<file path="config.mk">
export PLATFORM = sky130hd
export DESIGN_NAME = sdcp_device_flat
export DESIGN_NICKNAME = d
export VERILOG_FILES = /design/src/sdcp_pkg.sv /design/src/sdcp_if.sv /design/src/sdcp_device.sv /design/src/flat_wrapper.sv
export SDC_FILE = /design/constraint.sdc
export NUM_CORES = 1
export LEC_CHECK = 0
export ABC_AREA = 1
export BUFFER_PORTS_ARGS = -buffer_cell sky130_fd_sc_hd__buf_2
export CAP_MARGIN = 15
export CORE_MARGIN = 4
export CORE_UTILIZATION = 59
export CTS_CLUSTER_DIAMETER = 120
export DETAILED_ROUTE_END_ITERATION = 8
export PLACE_DENSITY = 0.8
export RECOVER_POWER = 25
export SYNTH_ARGS = -nofsm -noshare
export SYNTH_HDL_FRONTEND = slang
export SYNTH_SLANG_ARGS = --single-unit
</file>
<file path="constraint.sdc">
create_clock -name clk_sys -period 6 [get_ports clk_sys]
set_input_delay 0.6 -clock clk_sys [delete_from_list [all_inputs] [get_ports clk_sys]]
set_output_delay 0.6 -clock clk_sys [all_outputs]
set_load 0.1 [all_outputs]
</file>
<file path="src/sdcp_pkg.sv">
package sdcp_pkg;
  localparam int SDCP_ROW_W = 12;
  localparam int SDCP_COL_W = 9;
  localparam int SDCP_DATA_W = 16;
  localparam int SDCP_BANKS = 4;
  localparam int SDCP_AP_BIT = 10;
  localparam int SDCP_MODE_BL_LSB = 0;
  localparam int SDCP_MODE_BT_BIT = 3;
  localparam int SDCP_MODE_CL_LSB = 4;
  localparam logic [2:0] SDCP_BL_1 = 3'h0;
  localparam logic [2:0] SDCP_BL_2 = 3'h1;
  localparam logic [2:0] SDCP_BL_4 = 3'h2;
  localparam logic [2:0] SDCP_BL_8 = 3'h3;
  localparam logic [2:0] SDCP_BL_FULL = 3'h7;
  localparam logic [2:0] SDCP_CL_RESET = 3'h2;
  localparam logic [2:0] SDCP_BL_RESET = 3'h0;
  localparam int SDCP_TWR_CYC = 2;
  localparam int SDCP_TRP_NS = 20;
  localparam int SDCP_CLK_MHZ = 100;
  localparam int SDCP_TRP_CYC = (SDCP_TRP_NS * SDCP_CLK_MHZ + 999) / 1000;
  localparam int SDCP_TMRD_CYC = 2;
  // Command pins in order cs_n, ras_n, cas_n, we_n
  localparam logic [3:0] SDCP_CMD_ACT = 4'h3;
  localparam logic [3:0] SDCP_CMD_READ = 4'h5;
  localparam logic [3:0] SDCP_CMD_WRITE = 4'h4;
  localparam logic [3:0] SDCP_CMD_MRS = 4'h0;
  localparam logic [3:0] SDCP_CMD_REF = 4'h1;
  localparam logic [3:0] SDCP_CMD_STOP = 4'h6;
  localparam logic [3:0] SDCP_CMD_PRE = 4'h2;
  localparam logic [3:0] SDCP_CMD_NOP = 4'h7;
  localparam logic [3:0] SDCP_CMD_DESEL = 4'hf;
  typedef enum logic [2:0] {
    SDCP_OP_NOP, SDCP_OP_ACT, SDCP_OP_READ, SDCP_OP_WRITE, SDCP_OP_PRE,
    SDCP_OP_REF, SDCP_OP_SREF, SDCP_OP_MRS
  } sdcp_op_t;
endpackage

</file>
<file path="src/sdcp_if.sv">
`timescale 1ns/1ps
interface sdcp_if;
  import sdcp_pkg::*;
  logic cke;
  logic cs_n;
  logic ras_n;
  logic cas_n;
  logic we_n;
  logic bank_select_low;
  logic bank_select_high;
  logic [SDCP_ROW_W-1:0] addr;
  logic dqm;
  logic [SDCP_DATA_W-1:0] dq_to_dev;
  logic [SDCP_DATA_W-1:0] dq_from_dev;
  logic dq_oe_n;
  modport ctrl (
    output cke, cs_n, ras_n, cas_n, we_n, bank_select_low, bank_select_high,
    output addr, dqm, dq_to_dev,
    input dq_from_dev, dq_oe_n
  );
  modport dev (
    input cke, cs_n, ras_n, cas_n, we_n, bank_select_low, bank_select_high,
    input addr, dqm, dq_to_dev,
    output dq_from_dev, dq_oe_n
  );
endinterface

</file>
<file path="src/sdcp_device.sv">
`timescale 1ns/1ps
module sdcp_device #(
  parameter int DEPTH_LOG2 = 8
) (
  // Clock and reset
  input wire logic clk_sys,
  input wire logic rst,
  // Link
  sdcp_if.dev link,
  // Array read and write side
  output logic mem_we,
  output logic [1:0] mem_bank,
  output logic [sdcp_pkg::SDCP_COL_W-1:0] mem_col,
  output logic [sdcp_pkg::SDCP_DATA_W-1:0] mem_wdata,
  input wire logic [sdcp_pkg::SDCP_DATA_W-1:0] mem_rdata,
  // Status
  output logic [sdcp_pkg::SDCP_BANKS-1:0] bank_open,
  output logic self_refresh,
  output logic power_down,
  output logic suspended,
  output logic [sdcp_pkg::SDCP_BANKS-1:0] autopre_start
);
  import sdcp_pkg::*;

  typedef enum logic [1:0] {SDCP_B_IDLE, SDCP_B_RD, SDCP_B_WR} sdcp_burst_t;

  sdcp_burst_t burst;
  logic cke_q;
  logic clk_en;
  logic [3:0] cmd;
  logic [1:0] bank;
  logic [2:0] burst_len_code;
  logic interleave;
  logic [2:0] cas_lat;
  logic [SDCP_COL_W-1:0] col_base;
  logic [SDCP_COL_W-1:0] beat;
  logic [SDCP_COL_W-1:0] last_beat;
  logic [1:0] burst_bank;
  logic burst_ap;
  logic [2:0] wr_rec;
  logic wr_rec_act;
  logic [1:0] wr_rec_bank;
  logic [SDCP_DATA_W-1:0] rd_pipe [8];
  logic [7:0] rd_vld;
  logic rd_now;
  logic burst_last;
  logic bank_any;

  function automatic logic [SDCP_COL_W-1:0] sdcp_len(input logic [2:0] code);
    unique case (code)
      SDCP_BL_2: sdcp_len = 9'h001;
      SDCP_BL_4: sdcp_len = 9'h003;
      SDCP_BL_8: sdcp_len = 9'h007;
      SDCP_BL_FULL: sdcp_len = 9'h1ff;
      default: sdcp_len = 9'h000;
    endcase
  endfunction

  // Column of the current beat
  function automatic logic [SDCP_COL_W-1:0] sdcp_col(
    input logic [SDCP_COL_W-1:0] base, input logic [SDCP_COL_W-1:0] b,
    input logic [SDCP_COL_W-1:0] mask, input logic il);
    if (il) begin
      sdcp_col = (base & ~mask) | ((base ^ b) & mask);
    end else begin
      sdcp_col = (base & ~mask) | ((base + b) & mask);
    end
  endfunction

  // clock enable sampled one edge earlier gates operation
  always_ff @(posedge clk_sys) begin
    if (rst) begin
      cke_q <= 1'b1;
    end else begin
      cke_q <= link.cke;
    end
  end
  assign clk_en = cke_q && !self_refresh;
  assign cmd = link.cs_n ? SDCP_CMD_DESEL :
    {link.cs_n, link.ras_n, link.cas_n, link.we_n};
  assign bank = {link.bank_select_high, link.bank_select_low};
  assign bank_any = |bank_open;
  assign burst_last = (beat == last_beat);

  // Power states
  always_ff @(posedge clk_sys) begin
    if (rst) begin
      self_refresh <= 1'b0;
      power_down <= 1'b0;
      suspended <= 1'b0;
    end else if (self_refresh) begin
      if (link.cke) begin
        self_refresh <= 1'b0;
      end
    end else if (cke_q && !link.cke) begin
      if (cmd == SDCP_CMD_REF && !bank_any) begin
        self_refresh <= 1'b1;
      end else if (bank_any || burst != SDCP_B_IDLE) begin
        suspended <= 1'b1;
      end else begin
        power_down <= 1'b1;
      end
    end else if (!cke_q && link.cke) begin
      suspended <= 1'b0;
      power_down <= 1'b0;
    end
  end

  // Mode register
  always_ff @(posedge clk_sys) begin
    if (rst) begin
      burst_len_code <= SDCP_BL_RESET;
      interleave <= 1'b0;
      cas_lat <= SDCP_CL_RESET;
    end else if (clk_en && cmd == SDCP_CMD_MRS) begin
      burst_len_code <= link.addr[SDCP_MODE_BL_LSB +: 3];
      interleave <= link.addr[SDCP_MODE_BT_BIT];
      cas_lat <= link.addr[SDCP_MODE_CL_LSB +: 3];
    end
  end

  // Bank state
  always_ff @(posedge clk_sys) begin
    if (rst) begin
      bank_open <= '0;
    end else begin
      if (clk_en && cmd == SDCP_CMD_ACT) begin
        bank_open[bank] <= 1'b1;
      end
      if (clk_en && cmd == SDCP_CMD_PRE) begin
        if (link.addr[SDCP_AP_BIT]) begin
          bank_open <= '0;
        end else begin
          bank_open[bank] <= 1'b0;
        end
      end
      for (int i = 0; i < SDCP_BANKS; i++) begin
        if (autopre_start[i]) begin
          bank_open[i] <= 1'b0;
        end
      end
    end
  end

  // Auto-precharge start: reads CL beats early, writes tWR after last data
  always_comb begin
    autopre_start = '0;
    if (clk_en && burst == SDCP_B_RD && burst_ap &&
        {6'h00, cas_lat} + beat == last_beat + 9'h001) begin
      autopre_start[burst_bank] = 1'b1;
    end
    if (wr_rec_act && wr_rec == 3'(SDCP_TWR_CYC)) begin
      autopre_start[wr_rec_bank] = 1'b1;
    end
  end

  // Burst engine
  always_ff @(posedge clk_sys) begin
    if (rst) begin
      burst <= SDCP_B_IDLE;
      col_base <= '0;
      beat <= '0;
      last_beat <= '0;
      burst_bank <= '0;
      burst_ap <= 1'b0;
    end else if (clk_en) begin
      if (cmd == SDCP_CMD_READ || cmd == SDCP_CMD_WRITE) begin
        burst <= (cmd == SDCP_CMD_READ) ? SDCP_B_RD : SDCP_B_WR;
        col_base <= link.addr[SDCP_COL_W-1:0];
        beat <= '0;
        last_beat <= sdcp_len(burst_len_code);
        burst_bank <= bank;
        burst_ap <= link.addr[SDCP_AP_BIT] &&
          burst_len_code != SDCP_BL_FULL;
      end else if (cmd == SDCP_CMD_STOP ||
          (burst != SDCP_B_IDLE && burst_last)) begin
        burst <= SDCP_B_IDLE;
      end else if (burst != SDCP_B_IDLE) begin
        beat <= beat + 9'h001;
      end
    end
  end

  // Write recovery counter
  always_ff @(posedge clk_sys) begin
    if (rst) begin
      wr_rec_act <= 1'b0;
      wr_rec <= '0;
      wr_rec_bank <= '0;
    end else if (clk_en && burst == SDCP_B_WR && burst_ap && burst_last &&
        cmd != SDCP_CMD_READ && cmd != SDCP_CMD_WRITE) begin
      wr_rec_act <= 1'b1;
      wr_rec <= 3'h1;
      wr_rec_bank <= burst_bank;
    end else if (wr_rec_act) begin
      if (wr_rec == 3'(SDCP_TWR_CYC)) begin
        wr_rec_act <= 1'b0;
      end else begin
        wr_rec <= wr_rec + 3'h1;
      end
    end
  end

  // Array access: write data taken with command and each following beat
  assign rd_now = clk_en && burst == SDCP_B_RD;
  always_ff @(posedge clk_sys) begin
    if (rst) begin
      mem_we <= 1'b0;
      mem_bank <= '0;
      mem_col <= '0;
      mem_wdata <= '0;
    end else begin
      mem_we <= 1'b0;
      if (clk_en && cmd == SDCP_CMD_WRITE) begin
        mem_we <= !link.dqm;
        mem_bank <= bank;
        mem_col <= link.addr[SDCP_COL_W-1:0];
        mem_wdata <= link.dq_to_dev;
      end else if (clk_en && burst == SDCP_B_WR && !burst_last) begin
        mem_we <= !link.dqm;
        mem_bank <= burst_bank;
        mem_col <= sdcp_col(col_base, beat + 9'h001,
          sdcp_len(burst_len_code), interleave);
        mem_wdata <= link.dq_to_dev;
      end else if (clk_en && cmd == SDCP_CMD_READ) begin
        mem_bank <= bank;
        mem_col <= link.addr[SDCP_COL_W-1:0];
      end else if (rd_now && !burst_last) begin
        mem_bank <= burst_bank;
        mem_col <= sdcp_col(col_base, beat + 9'h001,
          sdcp_len(burst_len_code), interleave);
      end
    end
  end

  // Read latency pipe, CAS latency deep, frozen during suspend
  always_ff @(posedge clk_sys) begin
    if (rst) begin
      rd_vld <= '0;
      for (int i = 0; i < 8; i++) begin
        rd_pipe[i] <= '0;
      end
    end else if (clk_en) begin
      rd_vld <= {rd_vld[6:0], rd_now};
      rd_pipe[0] <= mem_rdata;
      for (int i = 1; i < 8; i++) begin
        rd_pipe[i] <= rd_pipe[i-1];
      end
    end
  end

  assign link.dq_from_dev = rd_pipe[cas_lat - 3'h1];
  assign link.dq_oe_n = !(rd_vld[cas_lat - 3'h1] && cas_lat != 3'h0);
endmodule

</file>
<file path="src/flat_wrapper.sv">
// flat-port wrapper written by rule: the top's interface ports become plain ports
module sdcp_device_flat import sdcp_pkg::*;
#(
  parameter int DEPTH_LOG2 = 8
)
  (clk_sys, rst, mem_we, mem_bank, mem_col, mem_wdata, mem_rdata, bank_open, self_refresh, power_down, suspended, autopre_start, link_cke, link_cs_n, link_ras_n, link_cas_n, link_we_n, link_bank_select_low, link_bank_select_high, link_addr, link_dqm, link_dq_to_dev, link_dq_from_dev, link_dq_oe_n);
  sdcp_if link_i ();
  input wire logic clk_sys;
  input wire logic rst;
  output logic mem_we;
  output logic [1:0] mem_bank;
  output logic [sdcp_pkg::SDCP_COL_W-1:0] mem_col;
  output logic [sdcp_pkg::SDCP_DATA_W-1:0] mem_wdata;
  input wire logic [sdcp_pkg::SDCP_DATA_W-1:0] mem_rdata;
  output logic [sdcp_pkg::SDCP_BANKS-1:0] bank_open;
  output logic self_refresh;
  output logic power_down;
  output logic suspended;
  output logic [sdcp_pkg::SDCP_BANKS-1:0] autopre_start;
  input wire logic [$bits(link_i.cke)-1:0] link_cke;
  input wire logic [$bits(link_i.cs_n)-1:0] link_cs_n;
  input wire logic [$bits(link_i.ras_n)-1:0] link_ras_n;
  input wire logic [$bits(link_i.cas_n)-1:0] link_cas_n;
  input wire logic [$bits(link_i.we_n)-1:0] link_we_n;
  input wire logic [$bits(link_i.bank_select_low)-1:0] link_bank_select_low;
  input wire logic [$bits(link_i.bank_select_high)-1:0] link_bank_select_high;
  input wire logic [$bits(link_i.addr)-1:0] link_addr;
  input wire logic [$bits(link_i.dqm)-1:0] link_dqm;
  input wire logic [$bits(link_i.dq_to_dev)-1:0] link_dq_to_dev;
  output wire logic [$bits(link_i.dq_from_dev)-1:0] link_dq_from_dev;
  output wire logic [$bits(link_i.dq_oe_n)-1:0] link_dq_oe_n;
  assign link_i.cke = link_cke;
  assign link_i.cs_n = link_cs_n;
  assign link_i.ras_n = link_ras_n;
  assign link_i.cas_n = link_cas_n;
  assign link_i.we_n = link_we_n;
  assign link_i.bank_select_low = link_bank_select_low;
  assign link_i.bank_select_high = link_bank_select_high;
  assign link_i.addr = link_addr;
  assign link_i.dqm = link_dqm;
  assign link_i.dq_to_dev = link_dq_to_dev;
  assign link_dq_from_dev = link_i.dq_from_dev;
  assign link_dq_oe_n = link_i.dq_oe_n;
  sdcp_device #(.DEPTH_LOG2(DEPTH_LOG2)) u_core (.clk_sys(clk_sys), .rst(rst), .link(link_i), .mem_we(mem_we), .mem_bank(mem_bank), .mem_col(mem_col), .mem_wdata(mem_wdata), .mem_rdata(mem_rdata), .bank_open(bank_open), .self_refresh(self_refresh), .power_down(power_down), .suspended(suspended), .autopre_start(autopre_start));
endmodule
</file>
After elaboration in Yosys (flattened, before gate mapping)
Memories as Yosys holds them, arrays and structs flattened.
Cells that the tools add are included.

operators by class
  $lt $le $gt $ge = 7
  add/subtract/negate cells = 6
  reduce and logical (&&, ||, !) cells = 58
  bitwise logic cells = 27
  equality and inequality tests = 23
  mux-type cells = 74

operator list
  operator                                                              number
  16-bit 2-to-1 mux                                                     10
  9-bit 2-to-1 mux                                                      17
  9-bit AND                                                             6
  9-bit OR                                                              4
  9-bit one-hot mux with 4 select lines                                 1
  1-bit 2-to-1 mux                                                      28
  4-bit 2-to-1 mux                                                      7
  1-bit logical AND                                                     26
  9-bit by 1-bit adder with 9-bit output, second input constant         2
  9-bit == test                                                         2
  9-bit NOT                                                             2
  2-bit 2-to-1 mux                                                      7
  4-bit by 3-bit == test with 1-bit output, second input constant       3
  2-bit nonzero test                                                    6
  2-bit OR reduction                                                    5
  3-bit by 9-bit adder with 9-bit output                                1
  9-bit adder                                                           1
  3-bit by 2-bit == test with 1-bit output, second input constant       3
  2-bit by 3-bit < comparator with 1-bit output, second input constant  3
  9-bit bitwise XOR                                                     1
  4-bit by 2-bit == test with 1-bit output, second input constant       2
  4-bit by 3-bit != test with 1-bit output, second input constant       2
  1-bit OR                                                              8
  4-bit OR                                                              2
  other kinds (26)                                                      46

word-level totals
  word-level logic and storage cells = 222
  register bits = 89
  bits in writable memories = 128
  input bits = 54
  output and inout bits = 56
  memories = 1

memory list
  name            words  bits a word  read ports  clocked after Yosys merged registers in  wr ports  RTL line           source
  u_core.rd_pipe  8      16           8           0                                        8         sdcp_device.sv:43  logic [SDCP_DATA_W-1:0] rd_pipe [8];

Longest topological paths before layout
Gate-level depths: netlist of the first run.

  word-level depth = 17
  gate-level depth with buffers = 17
  gate-level depth less buffers = 17

Worst setup path after synthesis of the first run
Ideal clock, no wire load.

  path kind = register to register
  start = register u_core.self_refresh
  end = memory u_core.rd_pipe[0][0] (enable)
  required time = 4855 ps
  path buffers = 0
  period minus slack after synthesis = 4569 ps
  path slack = 1431 ps
  setup time = 1145 ps
  stages on the path, launching flop included = 4
  data arrival time = 3424 ps
  cells stage by stage = dfxtp_1 inv_1 nand2_2 nand2_1

RTL lines
  what                    RTL line           source
  from (decl)             sdcp_device.sv:18  output logic self_refresh,
  from (signal assigned)  sdcp_device.sv:88  self_refresh <= 1'b0;
  from (signal assigned)  sdcp_device.sv:93  self_refresh <= 1'b0;
  from (signal assigned)  sdcp_device.sv:97  self_refresh <= 1'b1;
  to (decl)               sdcp_device.sv:43

Worst setup path after layout of the first run
  start = register u_core.cas_lat[0]
  end = output port autopre_start[0] in the netlist's numbering

between the ends
  longest elaborated chain between the ends = 6

ends and longest elaborated chain
  what                                        RTL line            source
  from (decl)                                 sdcp_device.sv:34   logic [2:0] cas_lat;
  from (signal assigned)                      sdcp_device.sv:118  cas_lat <= link.addr[SDCP_MODE_CL_LSB +: 3];
  3-bit by 9-bit adder with 9-bit output (*)  sdcp_device.sv:149  {6'h00, cas_lat} + beat == last_beat + 9'h001) begin
  9-bit == test (*)                           sdcp_device.sv:149
  1-bit logical AND (*)                       sdcp_device.sv:148  if (clk_en && burst == SDCP_B_RD && burst_ap &&
  4-bit 2-to-1 mux (*)                        sdcp_device.sv:148
  4-bit OR (no line)                          n/a
  4-bit 2-to-1 mux (*)                        sdcp_device.sv:152  if (wr_rec_act && wr_rec == 3'(SDCP_TWR_CYC)) begin
  to (decl)                                   flat_wrapper.sv:19  output logic [sdcp_pkg::SDCP_BANKS-1:0] autopre_start;

Mark *: on every way between the ends. The rest lies on a longest branch, timed or not.

==> results of run 1 <==
worst paths after layout:
check	to	slack (ns)	cells after the start	start
worst min register to register	u_core.power_down$_SDFFE_PP0P_	0.47	2	u_core.power_down$_SDFFE_PP0P_
worst max-delay path	autopre_start[0]	1.49	15	u_core.cas_lat[0]$_SDFFE_PP0P_
worst max register to register	u_core.rd_pipe[5][3]$_SDFFCE_PN0P_	2.64	3	u_core.cke_q$_SDFF_PP1_
worst min-delay path	u_core.mem_we$_SDFF_PP0_	0.28	2	link_dqm
placed cells by master (no fill, tap or decap), types with 7 or more instances in the layout:
cell	Yosys	layout
a21oi_1	111	111
a221oi_1	16	16
a31oi_1	17	17
buf_2	7	72
buf_4	3	7
clkbuf_1	43	42
clkbuf_16	0	23
dfxtp_1	84	83
edfxtp_1	128	128
ha_1	21	21
inv_1	200	201
inv_2	8	7
nand2_1	170	170
nand3_1	56	56
nand3b_1	11	11
nor2_1	221	221
o21ai_0	111	111
xor2_1	9	9
routing by layer:
| layer | vias up | track usage [%] |
|---|---|---|
| met5 | - | 0 |
| met4 | 0 | 6.553 |
| met3 | 37 | 4.435 |
| met2 | 290 | 39.30 |
| met1 | 4057 | 32.10 |
| li1 | 4345 | - |
flip-flops by register name, indices dropped and copies added (netlist names):
| signal | cells |
|---|---|
| u_core.burst_len_code | 3 |
| u_core.mem_col | 9 |
| u_core.beat | 9 |
| u_core.mem_bank | 2 |
| u_core.wr_rec_act | 1 |
| u_core.mem_wdata | 16 |
| u_core.cke_q | 1 |
| u_core.rd_vld | 8 |
| u_core.burst | 2 |
| u_core.wr_rec | 3 |
| u_core.wr_rec_bank | 2 |
| u_core.burst_ap | 1 |
| u_core.suspended | 1 |
| u_core.mem_we | 1 |
| u_core.last_beat | 4 |
| u_core.bank_open | 4 |
| u_core.power_down | 1 |
| u_core.interleave | 1 |
| u_core.col_base | 9 |
| u_core.burst_bank | 2 |
| u_core.rd_pipe | 128 |
| u_core.cas_lat | 3 |
| u_core.self_refresh | 1 |
cells by family after synthesis:
kind of cell,Yosys count
compound gates,270
simple gates,494
buf+inv,273
flops,212
fa+ha+maj,23
xor+xnor,14
power breakdown:
group,internal [mW],total [mW],switching [mW]
clock,0.779,1.36,0.577
sequential,1.63,1.66,0.0332
combinational,0.100,0.478,0.377
worst register-to-register path: cells and delay by family, from the launching register on:
| family | cells | cell delay [ns] |
|---|---|---|
| buf+inv | 1 | 0.65 |
| simple gates | 2 | 2.00 |
| flops | 1 | 0.36 |
through the flow:
stage / util (%) / std cells
floorplan: - / 1286
global placement: 64.35 / 1563
detailed placement: 64.35 / 1563
CTS: 68.48 / 1605
global route: 68.13 / 1605
finish: 68.13 / 1605
area by class of cell:
type / instances / area, um^2
inverters: 209 / 787.0
well taps: 225 / 281.5
flip-flops and latches: 212 / 5527
fillers: 1420 / 5570
clock buffers: 30 / 621.8
multi-input cells: 801 / 4039
clock inverters: 12 / 98.84
repair buffers: 116 / 551.8
==> reports/qor.csv, run 1 <==
metric,value,unit
status,"finished, violations left",
violations,"max-capacitance violations, max-slew violations",
via_per_inst,5.439,
async_flop_share,0,%
die_x,142.4,um
tightest_slew,2.629,ns
synth_edf_count,128,
hold_buffers,0,
row_count,48,
fp.coreArea,0.01748,mm^2
start_util,60.95,%
grt_pass1_wl,40.01,mm
crit_chain,buf_4 > ha_1 > inv_1 > fa_1 > inv_1 > nand2_1 > nand2_1 > nor2_1 > nand3_1 > nor2_1 > nand3_1 > nor2_2 > nand3_1 > nand2_1 > buf_2,
synthAdderAreaFrac,2.842,%
nets,1440,
final_area,0.01191,mm^2
syn_area,0.01065,mm^2
worstPathRequired,5.40,ns
syn_avg_cell_area,8.284,um^2
die_y,142.4,um
holdWs,0.2777,ns
synth_top_area_cell,edfxtp_1,
antenna_found_initial,0,
antenna_left,0,
max_freq,0.2215,GHz
io_pins,110,
cts_tree,done,
crit_type,reg2out,
syn-instance-count,1286,
ys_seq_area_share,51.87,%
max_slew_margin,-75.26,%
synthTopCellsByArea,"edfxtp_1 (36%), dfxtp_1 (16%), nor2_1 (7.8%)",
post_cts_buffers,0,
area_growth,11.77,%
drcViolationCount,0,
yosys_most_used_dff,edfxtp_1,
gr-usage-all-layers,23.67,%
grt_max_degree,86,
critPathBufInv,4,
hold_viol,0,
synth.most_common_cell,nor2_1,
cp-start-kind,flop,
ys_ff_latch,212,
final_layout_size_suffix_gt1_share,10.94,%
cts.sinks,212,
placed_cell_area,0.01125,mm^2
wirelength,24.01,mm
yosysTopAreaCellShare,36.08,%
synth_top_family_by_area,simple AND/OR/NAND/NOR gates,
clk_latency,0.52,ns
clk_pin_slew,0.06,ns
worstSetupEndpointType,output pin,
hpwl,15.59,mm
cts_buffer_depth,3,
cts_buffers,23,
pre_cts_slack,2.078,ns
worst_hold_path_type,in2reg,
met2WireLength,11.25,mm
cts_resized,0,
syn_nets,1363,
highest_layer,met4,
dieArea,0.02027,mm^2
synthTopCellsByCount,"nor2_1 (221), inv_1 (200), nand2_1 (170)",
finalMaxSlewViolations,113,
fin_crit_sh,75.23,%
finalCriticalPeriod,4.514,ns
ys_types,41,
slowest_delay,0.63,ns
synth_xor_area_share,1.151,%
fin_ws,1.486,ns
wl_met3,1.762,mm
arrival,3.91,ns
max-cap-violations,2,
final.setup_skew,0.008630,ns
yosysWarningCount,0,
crit_fanout,85,
drt-wirelength-per-cell,14.96,um
powerDensity,293.5,mW/mm^2
grt_pass1_vias,8456,
rsz0062_at_grt,no,
p_leak,5.139,nW
synthMuxAreaShare,0,%
crit_family,buffers and inverters,
n_antenna_cell,0,
drtIter0Drc,728,
gp_congestion,0.8991,
cts_max_level,1,
portBuffers,107,
first_pass_iters,7,
vias,8729,
slowest_stage,buf_4,
synth_simple_gate_area_share,20.13,%
gr-total-overflow,0,
root_buffer,clkbuf_16,
wl_met1,10.46,mm
finalSetupViolCount,0,
synth_compound_area_share,13.74,%
vdd_drop_max,0.0002128,V
setup_tns,0,ns
finalPower,3.494,mW
No activity file was read; power rests on OpenSTA's default activity.
==> inputs of run 2 (changes only) <==
--- a/config.mk
+++ b/config.mk
@@ -9,10 +9,10 @@
 export BUFFER_PORTS_ARGS = -buffer_cell sky130_fd_sc_hd__buf_2
 export CAP_MARGIN = 15
 export CORE_MARGIN = 4
-export CORE_UTILIZATION = 59
+export CORE_UTILIZATION = 54
 export CTS_CLUSTER_DIAMETER = 120
 export DETAILED_ROUTE_END_ITERATION = 8
-export PLACE_DENSITY = 0.8
+export PLACE_DENSITY = 0.77
 export RECOVER_POWER = 25
 export SYNTH_ARGS = -nofsm -noshare
 export SYNTH_HDL_FRONTEND = slang
==> constraint.sdc (replaced) <==
create_clock -name clk_sys -period 3.8 [get_ports clk_sys]
set_input_delay 0.38 -clock clk_sys [delete_from_list [all_inputs] [get_ports clk_sys]]
set_output_delay 0.38 -clock clk_sys [all_outputs]
set_load 0.1 [all_outputs]
==> run 2 against run 1 <==
The run still ends with max-capacitance violations, max-slew violations left. Final cell count increased by 2.6%. Sequential power up 58%. Global-route usage shrank 2.8 points. Highest routed layer is now met5. Flip-flop and latch count unchanged. Sequential share of layout area is 1.3 points lower.
==> reports/qor.csv, run 2 (synthesis results as in run 1) <==
metric,value,unit,change
status,"finished, violations left",,unchanged
violations,"max-capacitance violations, max-slew violations",,unchanged
holdWs,0.03254,ns,was 0.2777 ns
final_cell_mix,"nor2_1 (221), inv_1 (200), nand2_1 (170), edfxtp_1 (128)",,"was nor2_1 (221), inv_1 (201), nand2_1 (170), edfxtp_1 (128)"
first_pass_iters,5,,was 7
arrival,3.12,ns,was 3.91 ns
n_antenna_cell,0,,unchanged
final_common_cell,nor2_1,,unchanged
slowest_delay,0.55,ns,was 0.63 ns
dieArea,0.02204,mm^2,was 0.02027 mm^2
gr-total-overflow,0,,unchanged
clk_latency,0.51,ns,was 0.52 ns
drcViolationCount,0,,unchanged
row_count,51,,was 48
antenna_found_initial,2,,was 0
r2r_start,u_core.beat[0]$_SDFFE_PP0P_,,was u_core.cke_q$_SDFF_PP1_
finalSetupViolCount,0,,unchanged
vias,8689,,"was 8,729"
fin_ws,0.2999,ns,was 1.486 ns
die_x,148.5,um,was 142.4 um
portBuffers,107,,unchanged
rsz0062_at_grt,no,,unchanged
cts.sinks,212,,unchanged
clk_pin_slew,0.06,ns,about the same
grt_pass1_wl,38.69,mm,was 40.01 mm
gp_congestion,0.8502,,was 0.8991
grt_max_degree,112,,was 86
reg_top3,"u_core.rd_pipe x128, u_core.mem_wdata x16",,unchanged
finalMaxSlewViolations,108,,was 113
worstReg2RegEnd,u_core.mem_col[7]$_SDFFE_PP0P_,,was u_core.rd_pipe[5][3]$_SDFFCE_PN0P_
antenna_left,0,,unchanged
max_freq,0.2857,GHz,
ff2ff_setup_slack,1.07,ns,was 2.64 ns
final_util,62.98,%,was 68.13%
critPathBufInv,3,,was 4
cts_buffer_depth,3,,unchanged
final_layout_size_suffix_gt1_share,11.65,%,was 10.94%
die_y,148.5,um,was 142.4 um
crit_chain,ha_1 > inv_1 > fa_1 > inv_1 > nand2_1 > nand2_1 > nor2_1 > nand3_1 > nor2_1 > nand3_1 > nor2_2 > nand3_1 > nand2_1 > clkbuf_4,,was buf_4 > ha_1 > inv_1 > fa_1 > inv_1 > nand2_1 > nand2_1 > nor2_1 > nand3_1 > nor2_1 > nand3_1 > nor2_2 > nand3_1 > nand2_1 > buf_2
cp-start-kind,flop,,unchanged
hpwl,15.08,mm,was 15.59 mm
max-cap-violations,2,,unchanged
worstSetupEndpointType,output pin,,unchanged
root_buffer,clkbuf_16,,unchanged
crit_fanout,6,,was 85
fin_crit_sh,92.11,%,
stdcell_count,1647,,"was 1,605"
grt_pass1_vias,8081,,"was 8,456"
drt-wirelength-per-cell,14.13,um,was 14.96 um
fillers,1634,,"was 1,420"
powerDensity,456.3,mW/mm^2,was 293.5 mW/mm^2
cts_max_level,1,,unchanged
start_util,54.73,%,was 60.95%
cts_tree,done,,unchanged
area_growth,15.07,%,was 11.77%
crit_family,simple AND/OR/NAND/NOR gates,,was buffers and inverters
largest_reg_flops,128,,unchanged
gr-usage-all-layers,20.90,%,was 23.67%
final_area,0.01226,mm^2,was 0.01191 mm^2
cts_buffers,24,,was 23
fp.coreArea,0.01946,mm^2,was 0.01748 mm^2
vdd_drop_max,0.0003546,V,was 0.0002128 V
max_slew_margin,-70.18,%,was -75.26%
hold_buffers,0,,unchanged
tightest_slew,2.553,ns,was 2.629 ns
reg2reg_depth,17,,was 3
crit_type,reg2out,,unchanged
hold_viol,0,,unchanged
final.setup_skew,0.01109,ns,was 0.008630 ns
io_pins,110,,unchanged
drtIter0Drc,673,,was 728
regMostFlops,u_core.rd_pipe,,unchanged
worstPathRequired,3.42,ns,was 5.40 ns
hold_path_end,u_core.mem_we$_SDFF_PP0_,,unchanged
slowest_stage,fa_1,,was buf_4
placed_cell_area,0.01156,mm^2,was 0.01125 mm^2
finalPower,5.594,mW,was 3.494 mW
dp.cells,1603,,"was 1,563"
wirelength,23.28,mm,was 24.01 mm
worst_hold_path_type,in2reg,,unchanged
nets,1441,,"was 1,440"
worstHoldStart,link_dqm,,unchanged
via_per_inst,5.276,,was 5.439
setup_tns,0,ns,unchanged
pre_cts_slack,0.7652,ns,was 2.078 ns
hold_depth,2,,unchanged
p_leak,5.255,nW,was 5.139 nW
finalCriticalPeriod,3.500,ns,
[run 2: worst max path at each step]
stage                                   start              endpoint  slack (ns)  cells after the start
3_5_place_dp      u_core.beat[0]$_SDFFE_PP0P_      autopre_start[1]        0.77                     14
3_3_place_gp      u_core.beat[0]$_SDFFE_PP0P_      autopre_start[0]        0.79                     14
2_1_floorplan  u_core.cas_lat[0]$_SDFFE_PP0P_  link_dq_from_dev[10]        0.21                      9
6_report          u_core.beat[0]$_SDFFE_PP0P_      autopre_start[3]        0.30                     14
5_1_grt           u_core.beat[0]$_SDFFE_PP0P_      autopre_start[2]        0.05                     14
4_1_cts           u_core.beat[0]$_SDFFE_PP0P_      autopre_start[1]        0.22                     14
[run 2: report_power, final]
part	switching [mW]	internal (mW)
clock	0.887	1.25
combinational	0.606	0.228
sequential	0.0524	2.57
total	1.54	4.05
[run 2: area by class of cell]
type / instances / area, um^2 / share of cell area (%)
clock buffer: 39 / 693.2 / 5.655
clock inverter: 5 / 41.29 / 0.3368
inverter: 209 / 787.0 / 6.420
multi-input combinational: 801 / 4039 / 32.95
sequential: 212 / 5527 / 45.09
tap: 265 / 331.6 / 2.705
timing repair buffer: 116 / 839.6 / 6.849
[run 2: what timing repair did]
action                                 in CTS  in global routing
setup endpoints to repair                   0                  4
gates resized for setup                     0                  4
buffers inserted                            0                  0
endpoints found under the hold margin       0                  0
[run 2: routing by layer]
layer  up-vias  part of all wire (%)  track usage (%)
li1       4346                     -                -
met1      4025                    46            30.60
met2       274                    45            32.23
met3        40                   7.6            4.235
met4         4                   1.7            4.942
met5         -                 0.086                0
==> inputs of run 3 (changes only) <==
--- a/config.mk
+++ b/config.mk
@@ -12,6 +12,8 @@
 export CORE_UTILIZATION = 54
 export CTS_CLUSTER_DIAMETER = 120
 export DETAILED_ROUTE_END_ITERATION = 8
+export HOLD_SLACK_MARGIN = 0.06
+export MAX_ROUTING_LAYER = met4
 export PLACE_DENSITY = 0.77
 export RECOVER_POWER = 25
 export SYNTH_ARGS = -nofsm -noshare
==> run 3 against run 2 <==
The flow still finishes with violations (max-capacitance violations, max-slew violations). Final cell count is 0.18% higher. First-iteration DRC count up 11%. Count of clock-buffer cells in the layout decreased by 2. Clock power rose by 6%. Via count is 0.89% lower. Combinational power barely moved. Sequential share of layout area down 0.18 points. Die area stayed put. Non-clock buffer count stayed put. Critical path type unchanged. Largest power group unchanged. Highest routed layer is now met4.
==> reports/qor.csv, run 3 (synthesis results as in run 1) <==
metric,value,unit,change
status,"finished, violations left",,unchanged
violations,"max-capacitance violations, max-slew violations",,unchanged
cts_tree,done,,unchanged
die_x,148.5,um,unchanged
finalMaxSlewViolations,170,,was 108
hold_depth,3,,was 2
first_pass_iters,7,,was 5
ff2ff_setup_slack,0.56,ns,was 1.07 ns
grt_pass1_wl,38.96,mm,was 38.69 mm
hold_path_end,u_core.mem_wdata[7]$_SDFFE_PP0P_,,was u_core.mem_we$_SDFF_PP0_
cts.sinks,212,,unchanged
largest_reg_flops,128,,unchanged
drt-wirelength-per-cell,14.24,um,was 14.13 um
row_count,51,,unchanged
gp_congestion,0.8728,,was 0.8502
netSwitchingFraction,27.17,%,was 27.62%
slowest_delay,0.55,ns,about the same
rsz0062_at_grt,no,,unchanged
worstSetupEndpointType,output pin,,unchanged
clk_pin_slew,0.06,ns,about the same
slowest_stage,fa_1,,unchanged
setup_tns,0,ns,unchanged
vias,8612,,"was 8,689"
switching_power,1.555,mW,was 1.545 mW
die_y,148.5,um,unchanged
crit_family,simple AND/OR/NAND/NOR gates,,unchanged
finalSetupViolCount,0,,unchanged
holdWs,0.09202,ns,was 0.03254 ns
post_cts_buffers,0,,unchanged
cts_buffers,24,,unchanged
drtIter0Drc,745,,was 673
reg2reg_depth,4,,was 17
grt_pass1_vias,8085,,"was 8,081"
tightest_slew,2.517,ns,was 2.553 ns
cts_max_level,1,,unchanged
grt_max_degree,104,,was 112
hold_viol,0,,unchanged
final_layout_size_suffix_gt1_share,11.79,%,was 11.65%
startpoint,u_core.beat[0]$_SDFFE_PP0P_,,unchanged
seqCellArea,0.005527,mm^2,unchanged
cp-start-kind,flop,,unchanged
io_pins,110,,unchanged
power_frac_comb,14.6,%,was 14.9%
gr-usage-all-layers,21.67,%,was 20.90%
fin_crit_sh,94.12,%,was 92.11%
final.setup_skew,0.01604,ns,was 0.01109 ns
p_int,4.167,mW,was 4.049 mW
regMostFlops,u_core.rd_pipe,,unchanged
clk_latency,0.52,ns,was 0.51 ns
nets,1441,,unchanged
max_freq,0.2796,GHz,was 0.2857 GHz
start_util,54.73,%,unchanged
crit_chain,ha_1 > inv_1 > fa_1 > inv_1 > nand2_1 > nand2_1 > nor2_1 > nand3_1 > nor2_1 > nand3_1 > nor2_2 > nand3_1 > nand2_1 > buf_2,,was ha_1 > inv_1 > fa_1 > inv_1 > nand2_1 > nand2_1 > nor2_1 > nand3_1 > nor2_1 > nand3_1 > nor2_2 > nand3_1 > nand2_1 > clkbuf_4
final_cell_mix,"nor2_1 (221), inv_1 (200), nand2_1 (170), edfxtp_1 (128)",,unchanged
p_leak,5.288,nW,was 5.255 nW
gr-total-overflow,0,,unchanged
area_growth,15.53,%,was 15.07%
finalCriticalPeriod,3.577,ns,was 3.500 ns
seqPwrFrac,45.8,%,was 46.9%
via_per_inst,5.219,,was 5.276
fillers,1657,,"was 1,634"
root_buffer,clkbuf_16,,unchanged
worstPathRequired,3.42,ns,about the same
cts_buffer_depth,3,,unchanged
r2r_start,u_core.self_refresh$_SDFF_PP0_,,was u_core.beat[0]$_SDFFE_PP0P_
powerDensity,464.9,mW/mm^2,was 456.3 mW/mm^2
vdd_drop_max,0.0003906,V,was 0.0003546 V
critPathBufInv,3,,unchanged
antenna_left,0,,unchanged
hpwl,15.20,mm,was 15.08 mm
final_common_cell,nor2_1,,unchanged
crit_type,reg2out,,unchanged
crit_fanout,6,,unchanged
worstReg2RegEnd,u_core.rd_pipe[4][0]$_SDFFCE_PN0P_,,was u_core.mem_col[7]$_SDFFE_PP0P_
multi_input_area,0.004039,mm^2,unchanged
antenna_found_initial,2,,unchanged
reg_top3,"u_core.rd_pipe x128, u_core.mem_wdata x16",,unchanged
wirelength,23.50,mm,was 23.28 mm
fp.coreArea,0.01946,mm^2,unchanged
arrival,3.20,ns,was 3.12 ns
worst_hold_path_type,in2reg,,unchanged
max-cap-violations,3,,was 2
drcViolationCount,0,,unchanged
dieArea,0.02204,mm^2,unchanged
clkPwrFrac,39.6,%,was 38.2%
worstHoldStart,link_dq_to_dev[7],,was link_dqm
portBuffers,107,,unchanged
max_slew_margin,-68.23,%,was -70.18%
## run 3: worst max-delay path by stage
stage	endpoint	slack (ns)	cells past startpoint
after floorplan	link_dq_from_dev[10]	0.21	9
after global placement	autopre_start[0]	0.79	14
final	autopre_start[3]	0.22	14
after detailed placement	autopre_start[0]	0.77	14
after CTS	autopre_start[0]	0.22	14
after global routing	autopre_start[3]	0.003	15
## run 3: worst reg2reg max path, stage by stage, from the launching register on
cell	delay [ns]
dfxtp_1	0.32
inv_1	0.05
nand2_1	0.21
nand2_1	1.85
buf_12	0.44
## run 3: final cells by class
class / instances / area share [%]
Clock inverter: 7 / 0.7727
Antenna cell: 3 / 0.06100
Sequential cell: 212 / 44.91
Clock buffer: 37 / 5.521
Tap cell: 265 / 2.694
Timing Repair Buffer: 116 / 6.832
Inverter: 209 / 6.395
Multi-Input combinational cell: 801 / 32.82
## run 3: metrics by stage
| step | worst slack, ns | power, mW | std cells | util [%] | cell area (um^2) |
|---|---|---|---|---|---|
| floorplan | 0.2068 | 3.259 | 1286 | - | 10660 |
| global placement | 0.7908 | 3.487 | 1602 | 59.38 | 11560 |
| detailed placement | 0.7665 | 3.503 | 1602 | 59.38 | 11560 |
| CTS | 0.2218 | 5.757 | 1647 | 63.41 | 12340 |
| global route | 0.002788 | 5.946 | 1649 | 63.22 | 12300 |
| finish | 0.2233 | 5.721 | 1650 | 63.23 | 12310 |
## run 3: layer usage
metal / global-route usage (%) / vias to the layer above / routed length, um
li1: - / 4357 / -
met1: 30.70 / 3978 / 10900
met2: 33.37 / 256 / 10700
met3: 3.595 / 21 / 1692
met4: 4.388 / 0 / 205
met5: - / - / 0
## run 3: power by group through the flow
stage | Sequential, mW | Combinational, mW | Clock, mW
after global placement | 2.66 | 0.825 | 0
after CTS | 2.62 | 0.842 | 2.30
after floorplan | 2.79 | 0.472 | 0
after detailed placement | 2.67 | 0.836 | 0
final | 2.62 | 0.836 | 2.26
after global routing | 2.64 | 0.898 | 2.41
## run 3: timing repair
action,in CTS,in global routing
hold endpoints to repair,1,0
endpoints found under the setup margin,0,1
resized for setup,0,1
hold buffers,1,0
